--- src/core/bmc_pkg.sv ---
// basic mode control package: register map, field positions, reset values, timing
// assumes a 50 MHz system clock and a 32-bit Avalon-MM register port
package bmc_pkg;

  // ****************************************
  // register map
  // ****************************************
  localparam int unsigned ADDR_W = 4;
  localparam logic [ADDR_W-1:0] BASIC_MODE_CONTROL_OFS = 4'h0;

  // field positions inside basic_mode_control
  localparam int unsigned SPEED_BIT = 13;
  localparam int unsigned AN_ENABLE_BIT = 12;
  localparam int unsigned POWER_DOWN_BIT = 11;
  localparam int unsigned ISOLATE_BIT = 10;
  localparam int unsigned AN_RESTART_BIT = 9;
  localparam int unsigned DUPLEX_BIT = 8;
  localparam int unsigned COL_TEST_BIT = 7;

  // values after reset for the plain read/write bits
  localparam logic POWER_DOWN_RST = 1'h0;
  localparam logic ISOLATE_RST = 1'h0;
  localparam logic AN_RESTART_RST = 1'h0;
  localparam logic COL_TEST_RST = 1'h0;
  // strap-loaded bits hold these until the straps are captured
  localparam logic DUPLEX_RST = 1'h0;
  localparam logic SPEED_RST = 1'h0;
  localparam logic AN_ENABLE_RST = 1'h0;

  // Avalon response codes
  localparam logic [1:0] RESP_OKAY = 2'h0;
  localparam logic [1:0] RESP_SLVERR = 2'h2;

  // ****************************************
  // timing
  // ****************************************
  localparam int unsigned CLK_PERIOD_NS = 20;
  localparam int unsigned BIT_TIME_NS = 10; // shortest bit time, 100 Mb/s
  localparam int unsigned COL_ASSERT_BITS = 512;
  localparam int unsigned COL_DEASSERT_BITS = 4;
  localparam int unsigned COL_ASSERT_MAX_CYC =
    (COL_ASSERT_BITS * BIT_TIME_NS) / CLK_PERIOD_NS;
  localparam int unsigned COL_DEASSERT_MAX_CYC =
    ((COL_DEASSERT_BITS * BIT_TIME_NS) / CLK_PERIOD_NS) < 1 ? 1 :
    ((COL_DEASSERT_BITS * BIT_TIME_NS) / CLK_PERIOD_NS);
  // cycles after reset release until synchronised straps are loaded
  localparam logic [1:0] STRAP_LOAD_CYC = 2'h2;

  // ****************************************
  // types
  // ****************************************
  // mode controls handed to the PHY functions
  typedef struct packed {
    logic power_down;
    logic isolate;
    logic an_enable;
    logic speed_100;
    logic full_duplex;
  } bmc_ctrl_s;

  // straps sampled at reset
  typedef struct packed {
    logic an_enable;
    logic speed_100;
    logic full_duplex;
  } bmc_strap_s;

  typedef enum logic [1:0] {
    BUS_IDLE,
    BUS_ANSWER
  } bmc_bus_e;

endpackage : bmc_pkg

--- src/core/bmc_basic_control.sv ---
// basic mode control register, low control bits, with Avalon-MM slave
// assumes MII tx_en and pcs_col come from logic on mclk; pins and straps are asynchronous
`timescale 1ns/1ps

// Summary of operation
// - power-down stops PHY, registers stay alive
// - pin low ORs in and sets bit
// - isolate bit cuts MII, management stays
// - restart bit reads one until initiated
// - restart write ignored when negotiation off
// - writing zero leaves running negotiation alone
// - duplex bit forces duplex, strap reset
// - collision test raises COL after TX_EN
// - COL falls within four bits
// - bits six to zero read zero
// - negotiation on overrides speed, duplex bits
module bmc_basic_control (
  input wire logic mclk,
  input wire logic nrst,
  // Avalon-MM slave
  input wire logic [bmc_pkg::ADDR_W-1:0] avs_address,
  input wire logic avs_read,
  input wire logic avs_write,
  input wire logic [3:0] avs_byteenable,
  input wire logic [31:0] avs_writedata,
  output logic [31:0] avs_readdata,
  output logic [1:0] avs_response,
  output logic avs_waitrequest,
  // pins and straps
  input wire logic power_down_interrupt_pin_n,
  input wire logic [2:0] strap_in,
  // auto-negotiation engine
  input wire logic an_restart_ack,
  input wire logic an_full_duplex,
  input wire logic an_speed_100,
  // MII towards the MAC
  input wire logic tx_en,
  input wire logic pcs_col,
  output logic col,
  output logic mii_out_en,
  // controls to the PHY functions
  output bmc_pkg::bmc_ctrl_s phy_ctrl,
  output logic phy_enable,
  output logic an_restart_req
);
  import bmc_pkg::*;

  // ****************************************
  // input synchronisers
  // ****************************************
  logic pd_pin_n;
  bmc_strap_s strap;

  bmc_sync #(
    .WIDTH(1),
    .RST_VAL(1'h1)
  ) u_pd_sync (
    .mclk(mclk),
    .nrst(nrst),
    .d(power_down_interrupt_pin_n),
    .q(pd_pin_n)
  );

  bmc_sync #(
    .WIDTH(3),
    .RST_VAL(3'h0)
  ) u_strap_sync (
    .mclk(mclk),
    .nrst(nrst),
    .d(strap_in),
    .q(strap)
  );

  // ****************************************
  // strap capture after reset release
  // ****************************************
  logic [1:0] strap_cnt;
  logic strap_load;

  assign strap_load = (strap_cnt == STRAP_LOAD_CYC);

  // count off the synchroniser delay, then load once
  always_ff @(posedge mclk or negedge nrst) begin
    if (!nrst) begin
      strap_cnt <= 2'h0;
    end else if (strap_cnt != 2'h3) begin
      strap_cnt <= strap_cnt + 2'h1;
    end
  end

  // ****************************************
  // Avalon-MM handshake
  // ****************************************
  bmc_bus_e bus_state;
  logic req;
  logic hit;
  logic wr_go;
  logic wr_lo;
  logic wr_hi;

  assign req = avs_read | avs_write;
  assign hit = (avs_address == BASIC_MODE_CONTROL_OFS);
  // request completes in the second cycle it is held
  assign avs_waitrequest = req & (bus_state != BUS_ANSWER);
  assign wr_go = avs_write & (bus_state == BUS_ANSWER) & hit;
  // lanes 2 and 3 carry no register bits and are ignored
  assign wr_lo = wr_go & avs_byteenable[0];
  assign wr_hi = wr_go & avs_byteenable[1];

  // one wait cycle per request
  always_ff @(posedge mclk or negedge nrst) begin
    if (!nrst) begin
      bus_state <= BUS_IDLE;
    end else begin
      case (bus_state)
        BUS_IDLE: begin
          if (req) begin
            bus_state <= BUS_ANSWER;
          end
        end
        BUS_ANSWER: begin
          bus_state <= BUS_IDLE;
        end
        default: begin
          bus_state <= BUS_IDLE;
        end
      endcase
    end
  end

  // ****************************************
  // register bits
  // ****************************************
  logic speed_sel;
  logic an_enable;
  logic power_down;
  logic isolate;
  logic an_restart;
  logic duplex_sel;
  logic col_test;

  // speed select, loaded from strap, used only while negotiation is off
  always_ff @(posedge mclk or negedge nrst) begin
    if (!nrst) begin
      speed_sel <= SPEED_RST;
    end else if (strap_load) begin
      speed_sel <= strap.speed_100;
    end else if (wr_hi) begin
      speed_sel <= avs_writedata[SPEED_BIT];
    end
  end

  // negotiation enable, loaded from strap; gates restart and forced modes
  always_ff @(posedge mclk or negedge nrst) begin
    if (!nrst) begin
      an_enable <= AN_ENABLE_RST;
    end else if (strap_load) begin
      an_enable <= strap.an_enable;
    end else if (wr_hi) begin
      an_enable <= avs_writedata[AN_ENABLE_BIT];
    end
  end

  // power-down: pin assertion sets the bit and wins over a write of zero
  always_ff @(posedge mclk or negedge nrst) begin
    if (!nrst) begin
      power_down <= POWER_DOWN_RST;
    end else if (!pd_pin_n) begin
      power_down <= 1'h1;
    end else if (wr_hi) begin
      power_down <= avs_writedata[POWER_DOWN_BIT];
    end
  end

  // isolate from MII
  always_ff @(posedge mclk or negedge nrst) begin
    if (!nrst) begin
      isolate <= ISOLATE_RST;
    end else if (wr_hi) begin
      isolate <= avs_writedata[ISOLATE_BIT];
    end
  end

  // restart request: set by a one written while negotiation is on,
  // cleared when the engine takes it or negotiation is off; a written zero changes nothing
  always_ff @(posedge mclk or negedge nrst) begin
    if (!nrst) begin
      an_restart <= AN_RESTART_RST;
    end else if (wr_hi && avs_writedata[AN_RESTART_BIT] && an_enable) begin
      an_restart <= 1'h1;
    end else if (an_restart_ack || !an_enable) begin
      an_restart <= 1'h0;
    end
  end

  // duplex select, loaded from strap
  always_ff @(posedge mclk or negedge nrst) begin
    if (!nrst) begin
      duplex_sel <= DUPLEX_RST;
    end else if (strap_load) begin
      duplex_sel <= strap.full_duplex;
    end else if (wr_hi) begin
      duplex_sel <= avs_writedata[DUPLEX_BIT];
    end
  end

  // collision test enable
  always_ff @(posedge mclk or negedge nrst) begin
    if (!nrst) begin
      col_test <= COL_TEST_RST;
    end else if (wr_lo) begin
      col_test <= avs_writedata[COL_TEST_BIT];
    end
  end

  // ****************************************
  // read path
  // ****************************************
  logic [15:0] reg_view;

  // low seven bits are never stored and always read zero
  always_comb begin
    reg_view = 16'h0000;
    reg_view[SPEED_BIT] = speed_sel;
    reg_view[AN_ENABLE_BIT] = an_enable;
    reg_view[POWER_DOWN_BIT] = power_down;
    reg_view[ISOLATE_BIT] = isolate;
    reg_view[AN_RESTART_BIT] = an_restart;
    reg_view[DUPLEX_BIT] = duplex_sel;
    reg_view[COL_TEST_BIT] = col_test;
  end

  // read data loaded in the wait cycle, stands at completion
  always_ff @(posedge mclk or negedge nrst) begin
    if (!nrst) begin
      avs_readdata <= 32'h0000_0000;
    end else if (req && bus_state == BUS_IDLE) begin
      avs_readdata <= (avs_read && hit) ? {16'h0000, reg_view} : 32'h0000_0000;
    end
  end

  // response code loaded with the data; unmapped addresses answer an error
  always_ff @(posedge mclk or negedge nrst) begin
    if (!nrst) begin
      avs_response <= RESP_OKAY;
    end else if (req && bus_state == BUS_IDLE) begin
      avs_response <= hit ? RESP_OKAY : RESP_SLVERR;
    end
  end

  // ****************************************
  // PHY controls
  // ****************************************
  logic pd_eff;

  // power-down is the bit or the pin
  assign pd_eff = power_down | ~pd_pin_n;

  // only the register block keeps running while powered down
  always_ff @(posedge mclk or negedge nrst) begin
    if (!nrst) begin
      phy_enable <= 1'h0;
    end else begin
      phy_enable <= ~pd_eff;
    end
  end

  // mode controls handed to the PHY functions, one cycle behind the bits
  always_ff @(posedge mclk or negedge nrst) begin
    if (!nrst) begin
      phy_ctrl <= '0;
    end else begin
      phy_ctrl.power_down <= pd_eff;
      phy_ctrl.isolate <= isolate;
      phy_ctrl.an_enable <= an_enable;
      // negotiated result overrides the forced bits while enabled
      phy_ctrl.speed_100 <= an_enable ? an_speed_100 : speed_sel;
      phy_ctrl.full_duplex <= an_enable ? an_full_duplex : duplex_sel;
    end
  end

  // restart request level toward the negotiation engine
  assign an_restart_req = an_restart & ~pd_eff;

  // ****************************************
  // MII collision and isolation
  // ****************************************
  // MAC-facing outputs are released while isolated or powered down
  assign mii_out_en = ~isolate & ~pd_eff;

  // collision follows tx_en with one cycle of delay in test mode,
  // well inside both the rise and the fall limits
  always_ff @(posedge mclk or negedge nrst) begin
    if (!nrst) begin
      col <= 1'h0;
    end else if (isolate || pd_eff) begin
      col <= 1'h0;
    end else if (col_test) begin
      col <= tx_en;
    end else begin
      col <= pcs_col;
    end
  end

endmodule : bmc_basic_control

--- src/core/bmc_sync.sv ---
// two-flop synchroniser for levels entering the mclk domain
// assumes each bit is a slow level; no bit relation is kept across the bus
`timescale 1ns/1ps
module bmc_sync #(
  parameter int unsigned WIDTH = 1,
  parameter logic [WIDTH-1:0] RST_VAL = '0
) (
  input wire logic mclk,
  input wire logic nrst,
  input wire logic [WIDTH-1:0] d,
  output logic [WIDTH-1:0] q
);

  logic [WIDTH-1:0] meta;

  // first stage feeds only the second stage
  always_ff @(posedge mclk or negedge nrst) begin
    if (!nrst) begin
      meta <= RST_VAL;
      q <= RST_VAL;
    end else begin
      meta <= d;
      q <= meta;
    end
  end

endmodule : bmc_sync

--- config.mk ---
export PLATFORM = sky130hd
export DESIGN_NAME = bmc_basic_control
export DESIGN_NICKNAME = d
export VERILOG_FILES = /design/src/core/bmc_pkg.sv /design/src/core/bmc_basic_control.sv /design/src/core/bmc_sync.sv
export SDC_FILE = /design/constraint.sdc
export NUM_CORES = 1
export LEC_CHECK = 0
export ABC_CLOCK_PERIOD_IN_PS = 1200
export BUFFER_PORTS_ARGS = -buffer_cell sky130_fd_sc_hd__buf_2
export CORE_UTILIZATION = 41
export CTS_CLUSTER_DIAMETER = 30
export CTS_CLUSTER_SIZE = 30
export DETAILED_ROUTE_END_ITERATION = 8
export PLACE_DENSITY_LB_ADDON = 0.25
export SETUP_SLACK_MARGIN = 0.4
export SKIP_LAST_GASP = 1
export SLEW_MARGIN = 0
export SYNTH_ARGS = -nofsm -noshare
export SYNTH_HDL_FRONTEND = slang
export SYNTH_SLANG_ARGS = --single-unit
--- constraint.sdc ---
create_clock -name mclk -period 1.2 [get_ports mclk]
set_input_delay 0.06 -clock mclk [delete_from_list [all_inputs] [get_ports mclk]]
set_output_delay 0.06 -clock mclk [all_outputs]
set_load 0.03 [all_outputs]
Yosys cells after proc, flatten, opt, wreduce, memory -nomap -nowiden
Index checks and enable logic that the tools add are counted.

Output and inout port bits: 44. Logic and storage cells: 70. Bits of input ports: 53. Flip-flop bits (word level): 60.

Muxes and demuxes: 18. $add $sub $neg: 1. Reduce and logical (&&, ||, !) cells: 11. Bitwise logic cells: 12. Equality and inequality tests: 6.

Operators with widths (count): 1-bit 2-to-1 mux (14); 14-bit 2-to-1 mux (1); 1-bit bitwise AND (7); 2-bit 2-to-1 mux (3); 2-bit != test (second input constant) (3); 1-bit logical AND (4); 4-bit logical NOT (1); 2-bit nonzero test (2); 1-bit NOT (3); 2-bit by 1-bit adder with 2-bit output (second input constant) (1); 2-bit by 1-bit equality test with 1-bit output (second input constant) (1); 2-bit equality test (second input constant) (1); 2-bit logical NOT (1); 1-bit logical OR (2); 2-bit by 1-bit != test with 1-bit output (second input constant) (1); 1-bit bitwise OR (2); 1-bit logical NOT (1).

Logic depth before layout (Yosys ltp)
Depth in word-level cells: 7. Mapped depth: 4. Gate-level depth less buffers: 4.

Modules after synthesis
From an unflattened synthesis, not the netlist that was laid out.

Cells, all modules: 130. Area, all modules: 1432.6 µm².

By module, submodules not included: bmc_basic_control (cells an instance 122, instances 1, area each 1229.9 µm²); bmc_sync at u_strap_sync (cells an instance 6, instances 1, area each 150.1 µm²); bmc_sync at u_pd_sync (cells an instance 2, instances 1, area each 52.6 µm²).

Least setup slack after synthesis
No wires, ideal clock.

Kind: register to output. Start: reg u_pd_sync.q. End: out mii_out_en. Cell stages (with the launch flop): 4. Slack: -0.007 ns. Arrival: 1.147 ns. Data required time: 1.140 ns. Cell sequence: dfstp_2 -> nor2b_1 -> inv_1 -> nor2_1.

Cells in the longest elaborated chain, start to end: 4.

RTL lines: from (decl) (line bmc_sync.sv:11) `output logic [WIDTH-1:0] q`; from (signal assigned) (line bmc_sync.sv:23) `q <= meta;`; 1-bit NOT (line bmc_basic_control.sv:257) `assign pd_eff = power_down | ~pd_pin_n;`; 1-bit bitwise OR (line bmc_basic_control.sv:257); net pd_eff (line bmc_basic_control.sv:254) `logic pd_eff;`; 1-bit NOT (line bmc_basic_control.sv:289) `assign mii_out_en = ~isolate & ~pd_eff;`; 1-bit bitwise AND (line bmc_basic_control.sv:289); to (decl) (line bmc_basic_control.sv:40) `output logic mii_out_en,`.

The timed path passes the listed nets, and every way through them passes these cells.

Worst setup path after layout
Same ends and word-level chain as after synthesis.

==> results.json <==
{
  "status": "finished, violations left",
  "failed_checks": "negative setup slack",
  "grt_usage_pct": 16.5,
  "htree_num_levels": 2,
  "yosysSeqAreaShare_pct": 58.1,
  "root_buffer": "clkbuf_4",
  "arrival_ps": 1290,
  "endpoint_kind": "primary output",
  "dr.pass1.iters": 4,
  "die-area_um2": 3720,
  "hold_viol": 0,
  "post-route-period-util_pct": 113,
  "ys_ff_latch": 33,
  "vias_per_cell": 4.48,
  "skew_ps": 15.1,
  "dp_worst_setup_slack_ps": -11.7,
  "syn2layout_area_growth_pct": 51.3,
  "boundaryPins": 97,
  "drv_slew": 0,
  "dp_hpwl_um": 1980,
  "grt_antenna_before_repair": 0,
  "rsz0062_at_grt": "true",
  "die_w_um": 61.0,
  "cts_tree": "built",
  "fin_ws_ps": -153,
  "worstSkewPairLatency_ps": 330,
  "startpoint_type": "register",
  "initial_core_util_pct": 42.7,
  "cts_max_path_buffers": 2,
  "synth_cells": 130,
  "syn_area_per_cell_um2": 11.0,
  "cts-buffers-inserted": 5,
  "gp_congestion": 0.794,
  "antenna_cells": 0,
  "ys_types": 27,
  "grt_pass1_vias": 990,
  "core_area_um2": 3340,
  "ant_nets": 0,
  "grt_pass1_wl_um": 4230,
  "port_buffers": 43,
  "path_class": "reg -> out",
  "drc": 0,
  "max_freq_ghz": 0.739,
  "p_per_area_nw_per_um2": 1140,
  "cts_sinks": 33,
  "maxCapViolations": 0,
  "wirelength_um": 2970,
  "cp_slowest_stage_delay_ps": 540,
  "synth_warnings": 0,
  "chipHeight_um": 61.0,
  "vias": 1116,
  "nets": 257,
  "crit_family": "flip-flops",
  "irDropWorstVdd_mv": 0.668,
  "placementRows": 21,
  "fin_tns_setup_ps": -304,
  "async_flop_share_pct": 100,
  "clkSlewWorstSetupHoldPaths_ps": 100,
  "drt-initial-drc-count": 33,
  "synth_edf_count": 0,
  "post-route-min-period_ps": 1350,
  "power_leakage_nw": 1.02,
  "synth_ff_type": "dfrtp_1",
  "wl_per_cell_um": 11.9,
  "cp_num_buf_inv": 2,
  "drive_above_1_share_pct": 47.3,
  "syn-cell-area_um2": 1430,
  "worst_path_max_delay_cell": "dfstp_2",
  "grt_max_degree": 21,
  "setup_viol": 2,
  "grt-ovfl-total": 0,
  "hp-class": "in -> reg",
  "required_ps": 1140,
  "crit_chain": "nor2b_4 > inv_2 > nor2_4 > buf_6",
  "critPathMaxFanout": 3
}
sequential cells by signal, indices dropped and copies added (netlist names), 2 cells and up:
signal	cells
avs_readdata	7
u_strap_sync.meta	3
u_strap_sync.q	3
strap_cnt	2
phy_ctrl	5
path summary, 6_finish.rpt:
kind	from	end	slack, ps	cells past startpoint
hold / removal	avs_writedata[9]	an_restart$_DFFE_PN0P_	30	3
setup / recovery	u_pd_sync.q$_DFF_PN1_	mii_out_en	-150	4
setup reg to reg	u_pd_sync.q$_DFF_PN1_	col$_DFF_PN0_	160	4
hold reg to reg	u_pd_sync.meta$_DFF_PN1_	u_pd_sync.q$_DFF_PN1_	360	0
min in group asynchronous	nrst	phy_ctrl[2]$_DFF_PN0_	200	2
max in group asynchronous	nrst	an_enable$_DFFE_PN0P_	540	3
kinds of logic after synthesis:
logic type / synth area share [%]
other: 0.263
DFF: 58.1
buffers and inverters: 15.5
adders and majority gates: 1.75
and+or+nand+nor: 12.3
muxes: 3.07
AOI/OAI and AO/OA: 8.42
xor gates and xnor gates: 0.614
worst reg2reg max path: cells and delay by family (launching register included):
kind	cells	cell delay (ps)
DFF	1	540
buffers and inverters	2	190
and+or+nand+nor	2	250
routing by layer:
layer  global-route usage (%)  up-vias  wire length, um  part of all wire [%]
li1                         -      523                -                     -
met1                     17.5      549             1130                    38
met2                     29.4       37             1630                    55
met3                     4.69        7              131                   4.4
met4                     9.09        0               72                   2.4
met5                        0        -                0                     0
per-stage QoR:
stage	hold WS (ps)	util (%)	instance area [um2]	std cells	power, mW
global route	27.5	64.7	2160	249	2.58
floorplan	-236	-	1590	155	1.65
detailed placement	38.2	50.3	1680	218	1.72
global placement	30.8	50.3	1680	218	1.71
CTS	21.6	61.3	2050	245	2.43
finish	25.2	64.7	2160	249	2.46
final cells by class:
type / instances / area [um2]
fill: 272 / 1180
sequential: 33 / 830
timing repair buffer: 68 / 576
clock buffer: 7 / 45.0
tap: 46 / 57.6
multi-input combinational: 89 / 622
inverter: 5 / 23.8
clock inverter: 1 / 5.00
power breakdown:
group          leakage (nW)  switching [mW]  total (mW)  internal [mW]
sequential            0.399          0.0725        1.27           1.20
combinational         0.596           0.355       0.622          0.267
clock                0.0293           0.341       0.569          0.228
cell usage in the layout, fill, tap and decap left out, types with 3 or more instances in the layout:
master         count
dfrtp_1           30
conb_1            26
buf_2             25
buf_6             24
nand2_1           15
o21ai_1           10
dlygate4sd3_1     10
buf_4              8
clkbuf_4           5
nor2b_1            4
inv_2              3
mux2_4             3
nand3_2            3
o21ai_2            3
synthesized netlist by cell type (all sizes together) (2+ instances only):
master | instances | area, um2
nand3 | 4 | 20.0
nor2b | 5 | 31.3
ha | 2 | 25.0
dfrtp | 31 | 776
clkbuf | 2 | 7.51
nand2 | 18 | 67.6
inv | 4 | 15.0
buf | 26 | 195
a21oi | 3 | 15.0
dfstp | 2 | 52.6
a31oi | 3 | 18.8
mux2 | 3 | 33.8
o21ai | 14 | 70.1
what timing repair did:
item                                    4_1_cts  5_1_grt
endpoints found under the setup margin       39       40
gates resized for setup                      49       16
setup buffers                                 8        4
hold buffers                                 10        0
endpoints found under the hold margin        26        0
gates cloned                                  1        0
pin swaps                                     4        8
(Power assumes the default switching activity.)
